### config.mk
export PLATFORM = sky130hd
export DESIGN_NAME = kwu_key_wakeup
export DESIGN_NICKNAME = d
export VERILOG_FILES = /design/src/rtl/kwu_pkg.sv /design/src/rtl/kwu_key_wakeup.sv
export SDC_FILE = /design/constraint.sdc
export NUM_CORES = 1
export LEC_CHECK = 0
export BUFFER_PORTS_ARGS = -buffer_cell sky130_fd_sc_hd__buf_2
export CORE_ASPECT_RATIO = 1.4
export CORE_UTILIZATION = 51
export DETAILED_ROUTE_END_ITERATION = 12
export GPL_TIMING_DRIVEN = 0
export PLACE_DENSITY = 0.83
export SKIP_CTS_REPAIR_TIMING = 1
export SLEW_MARGIN = 20
export SYNTH_ARGS = -nofsm -noshare
export SYNTH_HDL_FRONTEND = slang
export SYNTH_SLANG_ARGS = --single-unit
### constraint.sdc
create_clock -name sys_clk -period 4.5 [get_ports sys_clk]
set_input_delay 0.45 -clock sys_clk [delete_from_list [all_inputs] [get_ports sys_clk]]
set_output_delay 0.45 -clock sys_clk [all_outputs]
set_load 0.02 [all_outputs]
### src/rtl/kwu_pkg.sv
// key-on wakeup package: register map, field layout, reset values, types
// assumes a byte-wide register port with one-cycle read latency
package kwu_pkg;
	// ---------------------------------------------------------------
	// register map
	// ---------------------------------------------------------------
	localparam logic [11:0] KWU_ADDR_ENABLE = 12'hFAA;
	localparam logic [11:0] KWU_ADDR_STATUS = 12'hFB0;
	localparam logic [11:0] KWU_ADDR_IRQ_STAT = 12'hFB1;
	localparam logic [11:0] KWU_ADDR_IRQ_MASK = 12'hFB2;
	localparam logic [11:0] KWU_ADDR_CTRL = 12'hFB3;
	// ---------------------------------------------------------------
	// field layout and reset values
	// ---------------------------------------------------------------
	localparam int KWU_EN_LSB = 4;
	localparam int KWU_NPINS = 4;
	localparam logic [3:0] KWU_EN_RESET = 4'h0;
	localparam logic [7:0] KWU_UNMAPPED_READ = 8'h00;
	// irq status bits: 0 wake request, 1 standby refused, 2 standby released
	localparam int KWU_IRQ_WAKE = 0;
	localparam int KWU_IRQ_REFUSED = 1;
	localparam int KWU_IRQ_RELEASED = 2;
	localparam logic [2:0] KWU_IRQ_RESET = 3'h0;
	// ctrl bits: 0 release_mode_sel, 1 standby entry command (self clearing)
	localparam int KWU_CTRL_MODE = 0;
	localparam int KWU_CTRL_ENTER = 1;
	localparam logic KWU_MODE_RESET = 1'b1;

	typedef struct packed {
		logic [11:0] addr;
		logic [7:0] wdata;
		logic wr;
		logic rd;
	} kwu_bus_req_t;

	typedef enum logic [1:0] {
		KWU_RUN,
		KWU_STANDBY,
		KWU_WARMUP
	} kwu_state_t;
endpackage : kwu_pkg

### src/rtl/kwu_key_wakeup.sv
// key-on wakeup: wake enable register, wake request, standby entry/release
// assumes wake pins and exit pin already synchronous to sys_clk
//
// Decided for this implementation: the strobed register port.
`timescale 1ns/1ns
`default_nettype none

// What this block does
// - enable bits 7..4, one per wake pin
// - enables write-only, reset to zero
// - enabled wake pin low releases standby in level release mode
// - exit pin level or rising edge release
// - pending wake at entry skips to warm-up
// - wake detector has own input path
module kwu_key_wakeup
	import kwu_pkg::*;
(
	// clock and reset
	input wire logic sys_clk,
	input wire logic srst,
	// register port
	input wire kwu_bus_req_t bus_req,
	output logic [7:0] rdata,
	// wake inputs (dedicated detector path, not port data)
	input wire logic [3:0] wake_pin,
	input wire logic stop_exit_pin,
	// standby sequencer hand-off
	output logic wake_request,
	output logic standby,
	output logic warmup_start,
	output logic irq
);
	// ---------------------------------------------------------------
	// state
	// ---------------------------------------------------------------
	logic [3:0] wake_en, next_wake_en;
	logic mode_level, next_mode_level;
	logic [2:0] irq_stat, next_irq_stat;
	logic [2:0] irq_mask, next_irq_mask;
	kwu_state_t state, next_state;
	logic exit_prev, next_exit_prev;
	logic [7:0] next_rdata;
	logic next_wake_request, next_standby, next_warmup_start, next_irq;
	logic exit_rise, key_hit, wake_now, enter_cmd;
	logic [2:0] irq_event;
	logic [3:0] pin_hit;
	logic [7:0] status_word;

	// ---------------------------------------------------------------
	// per-pin key match
	// ---------------------------------------------------------------
	// wake pins only count in level release mode
	for (genvar gi = 0; gi < KWU_NPINS; gi++) begin : g_pin
		kwu_pin_match match_u (
			.enable(wake_en[gi]),
			.pin_level(wake_pin[gi]),
			.level_mode(mode_level),
			.hit(pin_hit[gi])
		);
	end

	// ---------------------------------------------------------------
	// wake request
	// ---------------------------------------------------------------
	always_comb begin
		exit_rise = stop_exit_pin & ~exit_prev;
		// detector pins, never the port data input
		key_hit = |pin_hit;
		wake_now = key_hit | (mode_level ? stop_exit_pin : exit_rise);
		enter_cmd = bus_req.wr && bus_req.addr == KWU_ADDR_CTRL && bus_req.wdata[KWU_CTRL_ENTER];
	end

	// ---------------------------------------------------------------
	// standby sequencing
	// ---------------------------------------------------------------
	always_comb begin
		next_state = state;
		next_warmup_start = 1'b0;
		irq_event = 3'h0;
		next_exit_prev = stop_exit_pin;
		case (state)
			KWU_RUN: begin
				if (enter_cmd) begin
					// pending source at entry: go straight to warm-up
					if (key_hit || stop_exit_pin) begin
						next_state = KWU_WARMUP;
						irq_event[KWU_IRQ_REFUSED] = 1'b1;
					end else begin
						next_state = KWU_STANDBY;
					end
				end
			end
			KWU_STANDBY: begin
				if (wake_now) begin
					next_state = KWU_WARMUP;
					irq_event[KWU_IRQ_WAKE] = 1'b1;
				end
			end
			KWU_WARMUP: begin
				next_warmup_start = 1'b1;
				next_state = KWU_RUN;
				irq_event[KWU_IRQ_RELEASED] = 1'b1;
			end
			default: next_state = KWU_RUN;
		endcase
		next_wake_request = (state == KWU_STANDBY) && wake_now;
		next_standby = (next_state == KWU_STANDBY);
	end

	// ---------------------------------------------------------------
	// registers
	// ---------------------------------------------------------------
	always_comb begin
		next_wake_en = wake_en;
		next_mode_level = mode_level;
		next_irq_mask = irq_mask;
		next_irq_stat = irq_stat;
		next_rdata = KWU_UNMAPPED_READ;
		if (bus_req.wr) begin
			case (bus_req.addr)
				KWU_ADDR_ENABLE: next_wake_en = bus_req.wdata[KWU_EN_LSB +: KWU_NPINS];
				KWU_ADDR_IRQ_STAT: next_irq_stat = irq_stat & ~bus_req.wdata[2:0];
				KWU_ADDR_IRQ_MASK: next_irq_mask = bus_req.wdata[2:0];
				KWU_ADDR_CTRL: next_mode_level = bus_req.wdata[KWU_CTRL_MODE];
				default: next_wake_en = wake_en;
			endcase
		end
		// set wins over a clear in the same cycle
		next_irq_stat = next_irq_stat | irq_event;
		if (bus_req.rd) begin
			case (bus_req.addr)
				// enable register is write-only and reads as zero
				KWU_ADDR_ENABLE: next_rdata = KWU_UNMAPPED_READ;
				KWU_ADDR_STATUS: next_rdata = status_word;
				KWU_ADDR_IRQ_STAT: next_rdata = {5'h00, irq_stat};
				KWU_ADDR_IRQ_MASK: next_rdata = {5'h00, irq_mask};
				KWU_ADDR_CTRL: next_rdata = {7'h00, mode_level};
				default: next_rdata = KWU_UNMAPPED_READ;
			endcase
		end
		next_irq = |(next_irq_stat & next_irq_mask);
	end

	// ---------------------------------------------------------------
	// status word
	// ---------------------------------------------------------------
	// pin levels as the wake detector sees them
	always_comb begin
		status_word = 8'h00;
		status_word[7:4] = wake_pin;
		status_word[2] = stop_exit_pin;
		status_word[1] = (state == KWU_STANDBY);
		status_word[0] = (state == KWU_WARMUP);
	end

	// ---------------------------------------------------------------
	// sequencing flops
	// ---------------------------------------------------------------
	// exit_prev clears on reset, so a pin held high reads as a rising edge in the first cycle
	always_ff @(posedge sys_clk) begin
		if (srst) begin
			state <= KWU_RUN;
			exit_prev <= 1'b0;
			wake_request <= 1'b0;
			standby <= 1'b0;
			warmup_start <= 1'b0;
		end else begin
			state <= next_state;
			exit_prev <= next_exit_prev;
			wake_request <= next_wake_request;
			standby <= next_standby;
			warmup_start <= next_warmup_start;
		end
	end

	// ---------------------------------------------------------------
	// register flops
	// ---------------------------------------------------------------
	always_ff @(posedge sys_clk) begin
		if (srst) begin
			wake_en <= KWU_EN_RESET;
			mode_level <= KWU_MODE_RESET;
			irq_stat <= KWU_IRQ_RESET;
			irq_mask <= KWU_IRQ_RESET;
		end else begin
			wake_en <= next_wake_en;
			mode_level <= next_mode_level;
			irq_stat <= next_irq_stat;
			irq_mask <= next_irq_mask;
		end
	end

	// ---------------------------------------------------------------
	// bus and interrupt output flops
	// ---------------------------------------------------------------
	always_ff @(posedge sys_clk) begin
		if (srst) begin
			rdata <= KWU_UNMAPPED_READ;
			irq <= 1'b0;
		end else begin
			rdata <= next_rdata;
			irq <= next_irq;
		end
	end
endmodule : kwu_key_wakeup

// ---------------------------------------------------------------
// one wake pin: enabled, low, level release mode
// ---------------------------------------------------------------
module kwu_pin_match (
	// match inputs
	input wire logic enable,
	input wire logic pin_level,
	input wire logic level_mode,
	// match result
	output logic hit
);
	always_comb begin
		hit = enable & ~pin_level & level_mode;
	end
endmodule : kwu_pin_match

`default_nettype wire

# After elaboration in Yosys (flattened, before gate mapping)
# Index checks and enable logic that the tools add are counted.
# W data, S select, Z words.
dict set report totals {
  reg_bits 26
  out_inout_bits 12
  word_cells 65
  in_bits 29
}
dict set report classes {
  n_mux 16
  eq_ne 8
  reduce_logical 10
  n_bitwise 20
}
# cell count
set op_table {}
lappend op_table {{$eq A12 B12 Y1 const B} 5}
lappend op_table {{$pmux W8 S4} 1}
lappend op_table {{$mux W3} 4}
lappend op_table {{$and A1 B1 Y1} 9}
lappend op_table {{$mux W1} 7}
lappend op_table {{$and A3 B3 Y3} 2}
lappend op_table {{$mux W2} 3}
lappend op_table {{$not A1 Y1} 6}
lappend op_table {{$eq A2 B1 Y1 const B} 2}
lappend op_table {{$pmux W2 S2} 1}
lappend op_table {{$reduce_and A2 Y1} 2}
lappend op_table {{$reduce_or A4 Y1} 1}
lappend op_table {{$logic_and A1 B1 Y1} 3}
lappend op_table {{$not A3 Y3} 1}
lappend op_table {{$or A3 B3 Y3} 1}
lappend op_table {{$reduce_or A3 Y1} 1}
lappend op_table {{$eq A2 B2 Y1 const B} 1}
lappend op_table {{$logic_not A2 Y1} 1}
lappend op_table {{$reduce_or A2 Y1} 1}
lappend op_table {{$logic_or A1 B1 Y1} 1}
lappend op_table {{$or A1 B1 Y1} 1}

# Logic depth before layout (Yosys ltp)
# Gate-level depths: netlist of the first run.
dict set report logic_depth {
  word_depth 11
  ltp_mapped 6
  depth_no_buf 5
}

# Modules after synthesis
# Synthesis of the first run repeated with hierarchy kept, for this count alone.
dict set report unflattened {
  hier_cells 117
  area_unflattened_um2 1141.1
}
# mod seq_area_each_um2 area_each_um2 n_inst cells_each
set modules_own_cells {}
lappend modules_own_cells {kwu_key_wakeup 500.5 1106.1 1 113}
lappend modules_own_cells {kwu_pin_match 0.0 8.8 4 1}

# Worst setup path after synthesis of the first run
# No wires, ideal clock.
dict set report synth_path {
  kind {input to register}
  from {input port bus_req[16] (netlist bit)}
  to {register irq}
  path_slack_ns 2.598
  path_buffers 0
  arrival_ns 1.781
  path_stages 5
  required_ns 4.378
  setup_ns 0.122
  cell_sequence {nand4bb_4 -> or3_4 -> o21ai_1 -> a21bo_2 -> a221o_1}
}
dict set report synth_via {
  elab_chain_len 8
  elab_cells_between_ends 14
}
# element line
set synth_rtl {}
lappend synth_rtl {{from (decl)} kwu_key_wakeup.sv:22} ;# input wire kwu_bus_req_t bus_req,
lappend synth_rtl {{$eq A12 B12 Y1} kwu_key_wakeup.sv:70} ;# enter_cmd = bus_req.wr && bus_req.addr == KWU_ADDR_CTRL && bus_req.wdata[KWU_CTRL_ENTER];
lappend synth_rtl {{$logic_and A1 B1 Y1 (2 in series)} kwu_key_wakeup.sv:70}
lappend synth_rtl {{$mux W1} kwu_key_wakeup.sv:83} ;# if (enter_cmd) begin
lappend synth_rtl {{$mux W1} kwu_key_wakeup.sv:81} ;# case (state)
lappend synth_rtl {{$or A3 B3 Y3} kwu_key_wakeup.sv:129} ;# next_irq_stat = next_irq_stat | irq_event;
lappend synth_rtl {{$and A3 B3 Y3 (*)} kwu_key_wakeup.sv:141} ;# next_irq = |(next_irq_stat & next_irq_mask);
lappend synth_rtl {{$reduce_or A3 Y1 (*)} kwu_key_wakeup.sv:141}
lappend synth_rtl {{to (signal assigned)} kwu_key_wakeup.sv:202} ;# irq <= next_irq;
lappend synth_rtl {{to (decl)} kwu_key_wakeup.sv:31} ;# output logic irq
# Every way passes the cells marked *; elsewhere a longest branch is shown, timed or not.
# A chain may end at the register's enable or synchronous reset.

# Final worst setup path of the first run
# Ends and elaborated chain as after synthesis.

==> results of run 1 <==
==> synthesized netlist by cell type (2+ instances only) <==
master and count:
sky130_fd_sc_hd__nand2_1 4, sky130_fd_sc_hd__a211oi_1 2, sky130_fd_sc_hd__mux2i_1 10, sky130_fd_sc_hd__nor2b_1 3, sky130_fd_sc_hd__dfxtp_1 25, sky130_fd_sc_hd__nand4b_1 2, sky130_fd_sc_hd__nand2b_1 7, sky130_fd_sc_hd__a21oi_1 6
sky130_fd_sc_hd__and2_1 4, sky130_fd_sc_hd__clkbuf_1 2, sky130_fd_sc_hd__nor2_1 15, sky130_fd_sc_hd__nand3_1 2, sky130_fd_sc_hd__nand4_1 2, sky130_fd_sc_hd__inv_1 3, sky130_fd_sc_hd__a31oi_1 2, sky130_fd_sc_hd__nor4_2 2
==> area by class of cell <==
class,instances,share of cell area
buffer,5,0.0179
clock buffer,3,0.0169
inverter,3,0.00847
tap,21,0.0198
timing repair buffer,37,0.139
clock inverter,1,0.00565
sequential,25,0.377
multi-input combinational,79,0.415
==> layer usage <==
layer | track usage | routed length [um]
met1 | 0.265 | 956
met2 | 0.333 | 1080
met3 | 0.0474 | 111
met4 | 0.0905 | 34
met5 | 0 | 0
==> sequential cells by signal (all words and copies together), names as in the netlist <==
register	flops
warmup_start	1
exit_prev	1
irq	1
irq_stat	3
wake_en	4
rdata	7
irq_mask	3
state	2
mode_level	1
wake_request	1
standby	1
==> how the worst max path moves through the flow <==
stage               endpoint        start  cells past startpoint  slack, ns
global route             irq  bus_req[16]                      6       2.66
floorplan                irq  bus_req[16]                      5       2.60
CTS                      irq  bus_req[16]                      6       2.73
detailed placement       irq  bus_req[16]                      6       2.37
finish                   irq  bus_req[16]                      6       2.73
global placement         irq  bus_req[16]                      6       2.41
==> report_power, final <==
group / internal [W] / switching [W] / total [W]
Clock: 0.0000340 / 0.0000688 / 0.000103
Combinational: 0.0000152 / 0.0000165 / 0.0000316
Sequential: 0.000222 / 0.000000246 / 0.000222
==> stage by stage <==
step           total power, W  std cells  setup WS [ns]  cell area, um^2
2_1_floorplan        0.000242        112           2.60             1090
3_3_place_gp         0.000257        170           2.41             1300
3_5_place_dp         0.000258        170           2.37             1300
4_1_cts              0.000358        174           2.73             1330
5_1_grt              0.000373        174           2.66             1330
6_report             0.000357        174           2.73             1330
==> logic make-up (layout without fill, tap and decap cells) <==
logic type / after synthesis / in the layout / share of synthesized area
AO/OA/AOI/OAI: 20 / 20 / 0.132
buffers and inverters: 8 / 49 / 0.0322
AND/OR/NAND/NOR: 48 / 48 / 0.280
other: 1 / 1 / 0.00345
flip-flops: 25 / 25 / 0.460
multiplexers: 10 / 10 / 0.0921
==> results_dict.tcl, run 1 <==
set metrics [dict create \
    ys_seq_area_frac 0.460 \
    grt_use_total 0.213 \
    critical_path.startpoint_type "primary input" \
    rsz0062_at_grt "no" \
    type_of_destination_of_the_critical_path "flop" \
    detail_route.wirelength_mm 2.18 \
    worstPathMaxFanout 5 \
    area.growth.synth_to_final_pct 22.2 \
    synthesis.area_um2 1090 \
    placeableCoreArea_um2 2000 \
    first_pass_grt_wire_length_mm 3.43 \
    grt-ovfl-total 0 \
    worst_hold_startpoint "wake_pin[1]" \
    max_clock_freq_mhz 565 \
    asyncSetResetFlopFracSynth 0 \
    cpPeakStageDelay_ns 0.43 \
    cts_root_buf "sky130_fd_sc_hd__clkbuf_4" \
    place_hpwl_mm 1.75 \
    cts_made_buffers 3 \
    h-tree-depth 1 \
    number_of_cells_on_the_worst_reg_to_reg_path 5 \
    drv_cap 0 \
    synth_top_cell_by_area "sky130_fd_sc_hd__dfxtp_1" \
    grt_start_max_net_pins 16 \
    crit_buf_inv 1 \
    timing.critical_path.cells "buf_2 -> nand4bb_4 -> or3_4 -> o41ai_2 -> nand2_1 -> a221o_1" \
    tightestPinTransition_ns 0.652 \
    initial_standard_cell_utilization_of_the_core 0.544 \
    synth_top_cell_area_share 0.460 \
    wl_per_instance_um 12.5 \
    finalSetupViolations 0 \
    fill_cells 187 \
    rrSetupSlack_ns 2.98 \
    critPathArrivalTime_ns 2.00 \
    drt_iter0_drc 24 \
    clock-skew-final_ns 0.00318 \
    required_ns 4.73 \
    static-leakage-power_nw 0.560 \
    max_slew_vio_count 0 \
    crit_slowest_cell "sky130_fd_sc_hd__or3_4" \
    ios 41 \
    antenna_violations_before_repair 0 \
    criticalPathCategory "primary input to flop" \
    layout.cells.most_common "sky130_fd_sc_hd__buf_2" \
    holdPathEnd "rdata[5]" \
    worst_setup_hold_path_clk_slew_ns 0.14 \
    io_buffers 37 \
    grt_pass1_vias 797 \
    post-route-util 0.665 \
    startpoint_of_the_worst_slack_reg_to_reg_timing_path "wake_en[1]" \
    post_drt_via_cell_ratio 5.40 \
    area_taken_by_flip_flops_and_latches_um2 500 \
    cts.path.max_buffers 2 \
    post_synth_main_area_contributors "sky130_fd_sc_hd__dfxtp_1, sky130_fd_sc_hd__mux2i_1, sky130_fd_sc_hd__nor2_1, sky130_fd_sc_hd__nand2b_1, sky130_fd_sc_hd__a21oi_1" \
    yosysUniqueCellTypes 37 \
    slew-limit-headroom 0.562 \
    maximum_resistive_drop_on_vdd_mv 0.221 \
    synth-warning-count 0 \
    rr_endpoint "irq" \
    cp_top_family "simple AND/OR/NAND/NOR gates" \
    die-height_um 56.6 \
    dr_total_vias 939 \
    final_antenna_net_count 0 \
    drive_above_1_share 0.340 \
    holdWs_ns 0.331 \
    synthesis.area_per_instance_um2 9.71 \
    multi_input_area_um2 552 \
    final_nets 183 \
    mostFrequentLayoutCells "sky130_fd_sc_hd__buf_2, sky130_fd_sc_hd__dfxtp_1, sky130_fd_sc_hd__nor2_1" \
    clk_latency_ns 0.32 \
    min_delay_path_depth 2 \
    dr.pass1.iters 5 \
    period_needed_ns 1.77 \
    status "completed" \
    insertedDiodeCount 0 \
    synth_seq_cells 25 \
    cellPowerDensity_nw_per_um2 268 \
    finalHoldViolCount 0 \
    post_synth_inst_count 112 \
    hold_class "primary input to flop" \
    die_w_um 41.0 \
    tritoncts_clock_tree "built" \
    die_area_um2 2320 \
    synthFlopType "sky130_fd_sc_hd__dfxtp_1" \
    rows 19 \
    mappedNetlistNets 141 \
    gp_congestion 0.912 \
    synth-edff-count 0 \
    setup_tns_ns 0 \
    numClockSinks 25 \
    post-route-period-util 0.393 \
    number_of_remaining_drc_errors 0 \
]
No activity file was read; power rests on OpenSTA's default activity.
==> run 2: changes to the inputs <==
--- a/config.mk
+++ b/config.mk
@@ -7,10 +7,10 @@
 export LEC_CHECK = 0
 export BUFFER_PORTS_ARGS = -buffer_cell sky130_fd_sc_hd__buf_2
 export CORE_ASPECT_RATIO = 1.4
-export CORE_UTILIZATION = 51
+export CORE_UTILIZATION = 43
 export DETAILED_ROUTE_END_ITERATION = 12
 export GPL_TIMING_DRIVEN = 0
-export PLACE_DENSITY = 0.83
+export PLACE_DENSITY = 0.74
 export SKIP_CTS_REPAIR_TIMING = 1
 export SLEW_MARGIN = 20
 export SYNTH_ARGS = -nofsm -noshare
==> constraint.sdc (replaced) <==
create_clock -name sys_clk -period 1.6 [get_ports sys_clk]
set_input_delay 0.16 -clock sys_clk [delete_from_list [all_inputs] [get_ports sys_clk]]
set_output_delay 0.16 -clock sys_clk [all_outputs]
set_load 0.02 [all_outputs]
==> results_dict.tcl, run 2 (same netlist as run 1, synthesis figures left out) <==
set metrics [dict create \
    rows 21 \
    cpPeakStageDelay_ns 0.34 \
    fill_cells 233 \
    rrSetupSlack_ns 0.1 \
    grt-ovfl-total 0 \
    netSwitchingFraction 0.236 \
    max_slew_vio_count 0 \
    type_of_destination_of_the_critical_path "flop" \
    finalSetupViolations 0 \
    internal_power_w 0.000762 \
    post-route-util 0.563 \
    critical_path.startpoint_type "flop" \
    final_design_area_excluding_fillers_um2 1350 \
    number_of_remaining_drc_errors 0 \
    final_antenna_net_count 0 \
    comb_power_share 0.089 \
    drive_above_1_share 0.340 \
    startpoint_of_the_worst_slack_reg_to_reg_timing_path "wake_en[0]" \
    final_nets 183 \
    max_clock_freq_mhz 665 \
    cts_made_buffers 3 \
    share_clk_of_total_power 0.285 \
    postPlaceCellArea_um2 1320 \
    wl_per_instance_um 11.7 \
    cts_root_buf "sky130_fd_sc_hd__clkbuf_4" \
    fin_worst_setup_slack_ns 0.0972 \
    rsz0062_at_grt "no" \
    cellPowerDensity_nw_per_um2 742 \
    die-height_um 61.5 \
    rr_endpoint "irq" \
    mostFrequentLayoutCells "sky130_fd_sc_hd__buf_2, sky130_fd_sc_hd__dfxtp_1, sky130_fd_sc_hd__nor2_1" \
    register_bank_with_the_most_flops "rdata" \
    gp_congestion 0.882 \
    largest_register_ffs 7 \
    clk_latency_ns 0.32 \
    clock-skew-final_ns 0.00692 \
    grt_use_total 0.172 \
    drv_cap 0 \
    dr_total_vias 937 \
    insertedDiodeCount 0 \
    critPathArrivalTime_ns 1.73 \
    io_buffers 37 \
    worst_setup_hold_path_clk_slew_ns 0.14 \
    grt_start_max_net_pins 16 \
    antenna_violations_before_repair 0 \
    die_area_um2 2740 \
    hold_class "primary input to flop" \
    crit_slowest_cell "sky130_fd_sc_hd__dfxtp_1" \
    sequential_power_share 0.626 \
    dr.pass1.iters 4 \
    finalHoldViolCount 0 \
    h-tree-depth 1 \
    holdPathEnd "rdata[5]" \
    timing.critical_path.cells "nand2b_1 -> a41oi_1 -> or2_2 -> a21bo_2 -> a221o_1" \
    place_hpwl_mm 1.78 \
    static-leakage-power_nw 0.560 \
    cts.path.max_buffers 2 \
    placeableCoreArea_um2 2390 \
    worst_hold_startpoint "wake_pin[1]" \
    status "completed" \
    die_w_um 44.5 \
    psw_w 0.000236 \
    criticalPathCategory "flop to flop" \
    area.growth.synth_to_final_pct 23.7 \
    tightestPinTransition_ns 0.678 \
    tritoncts_clock_tree "built" \
    required_ns 1.82 \
    slew-limit-headroom 0.544 \
    maximum_resistive_drop_on_vdd_mv 0.520 \
    leading_registers_by_flop_count "rdata x7, wake_en x4" \
    setup_tns_ns 0 \
    minimum_setup_slack_after_placement_ns -0.199 \
    ios 41 \
    post_drt_via_cell_ratio 5.01 \
    post-route-period-util 0.939 \
    layout.cells.most_common "sky130_fd_sc_hd__buf_2" \
    drt_iter0_drc 28 \
    worstPathMaxFanout 3 \
    grt_pass1_vias 854 \
    number_of_cells_on_the_worst_reg_to_reg_path 5 \
    power.total_w 0.000998 \
    detail_route.wirelength_mm 2.18 \
    first_pass_grt_wire_length_mm 3.39 \
    period_needed_ns 1.50 \
    numClockSinks 25 \
    min_delay_path_depth 2 \
    initial_standard_cell_utilization_of_the_core 0.455 \
]
-- run 2: cell counts in the layout (fill, tap and decap cells not counted) --
Identical to the previous run, type by type.
-- run 2: metal layers --
layer | vias up | GRT usage | part of all wire
li1 | 477 | - | -
met2 | 25 | 0.338 | 0.54
met5 | - | 0 | 0
met1 | 427 | 0.157 | 0.40
met4 | 0 | 0.113 | 0.039
met3 | 8 | 0.0293 | 0.024
-- run 2: critical path, delay by kind of cell, from the launching register on --
family          cells  cell delay [ns]
simple gates        2             0.40
compound gates      3             0.66
flops               1             0.34
-- run 2: worst max-delay path by stage --
stage,start,slack [ns],to,cells past startpoint
3_5_place_dp,bus_req[20],-0.20,irq,6
6_report,wake_en[0],0.1,irq,5
2_1_floorplan,bus_req[21],0.004,irq,5
5_1_grt,wake_en[1],0.02,irq,5
3_3_place_gp,bus_req[21],-0.19,irq,6
4_1_cts,wake_en[0],0.08,irq,5
-- run 2: area by class of cell --
cell class                 instances  area (um^2)  area share
buffer                             5         23.8      0.0177
inverter                           3         11.3     0.00837
multi-input combinational         79          552       0.410
tap                               34         42.5      0.0316
timing repair buffer              37          185       0.138
clock inverter                     1         7.51     0.00558
sequential                        25          500       0.372
clock buffer                       3         22.5      0.0167
-- run 2: per-stage QoR --
step	cells	hold WS (ns)
floorplan	112	0.282
global placement	183	0.374
detailed placement	183	0.381
CTS	187	0.0344
global route	187	0.0175
finish	187	0.0414
-- run 2: power groups by stage --
stage	sequential, W	clock [W]	combinational [W]
final	0.000625	0.000285	0.0000887
after CTS	0.000625	0.000292	0.0000890
after floorplan	0.000638	0	0.0000425
after global placement	0.000638	0	0.0000861
after global routing	0.000625	0.000322	0.0000968
after detailed placement	0.000638	0	0.0000884
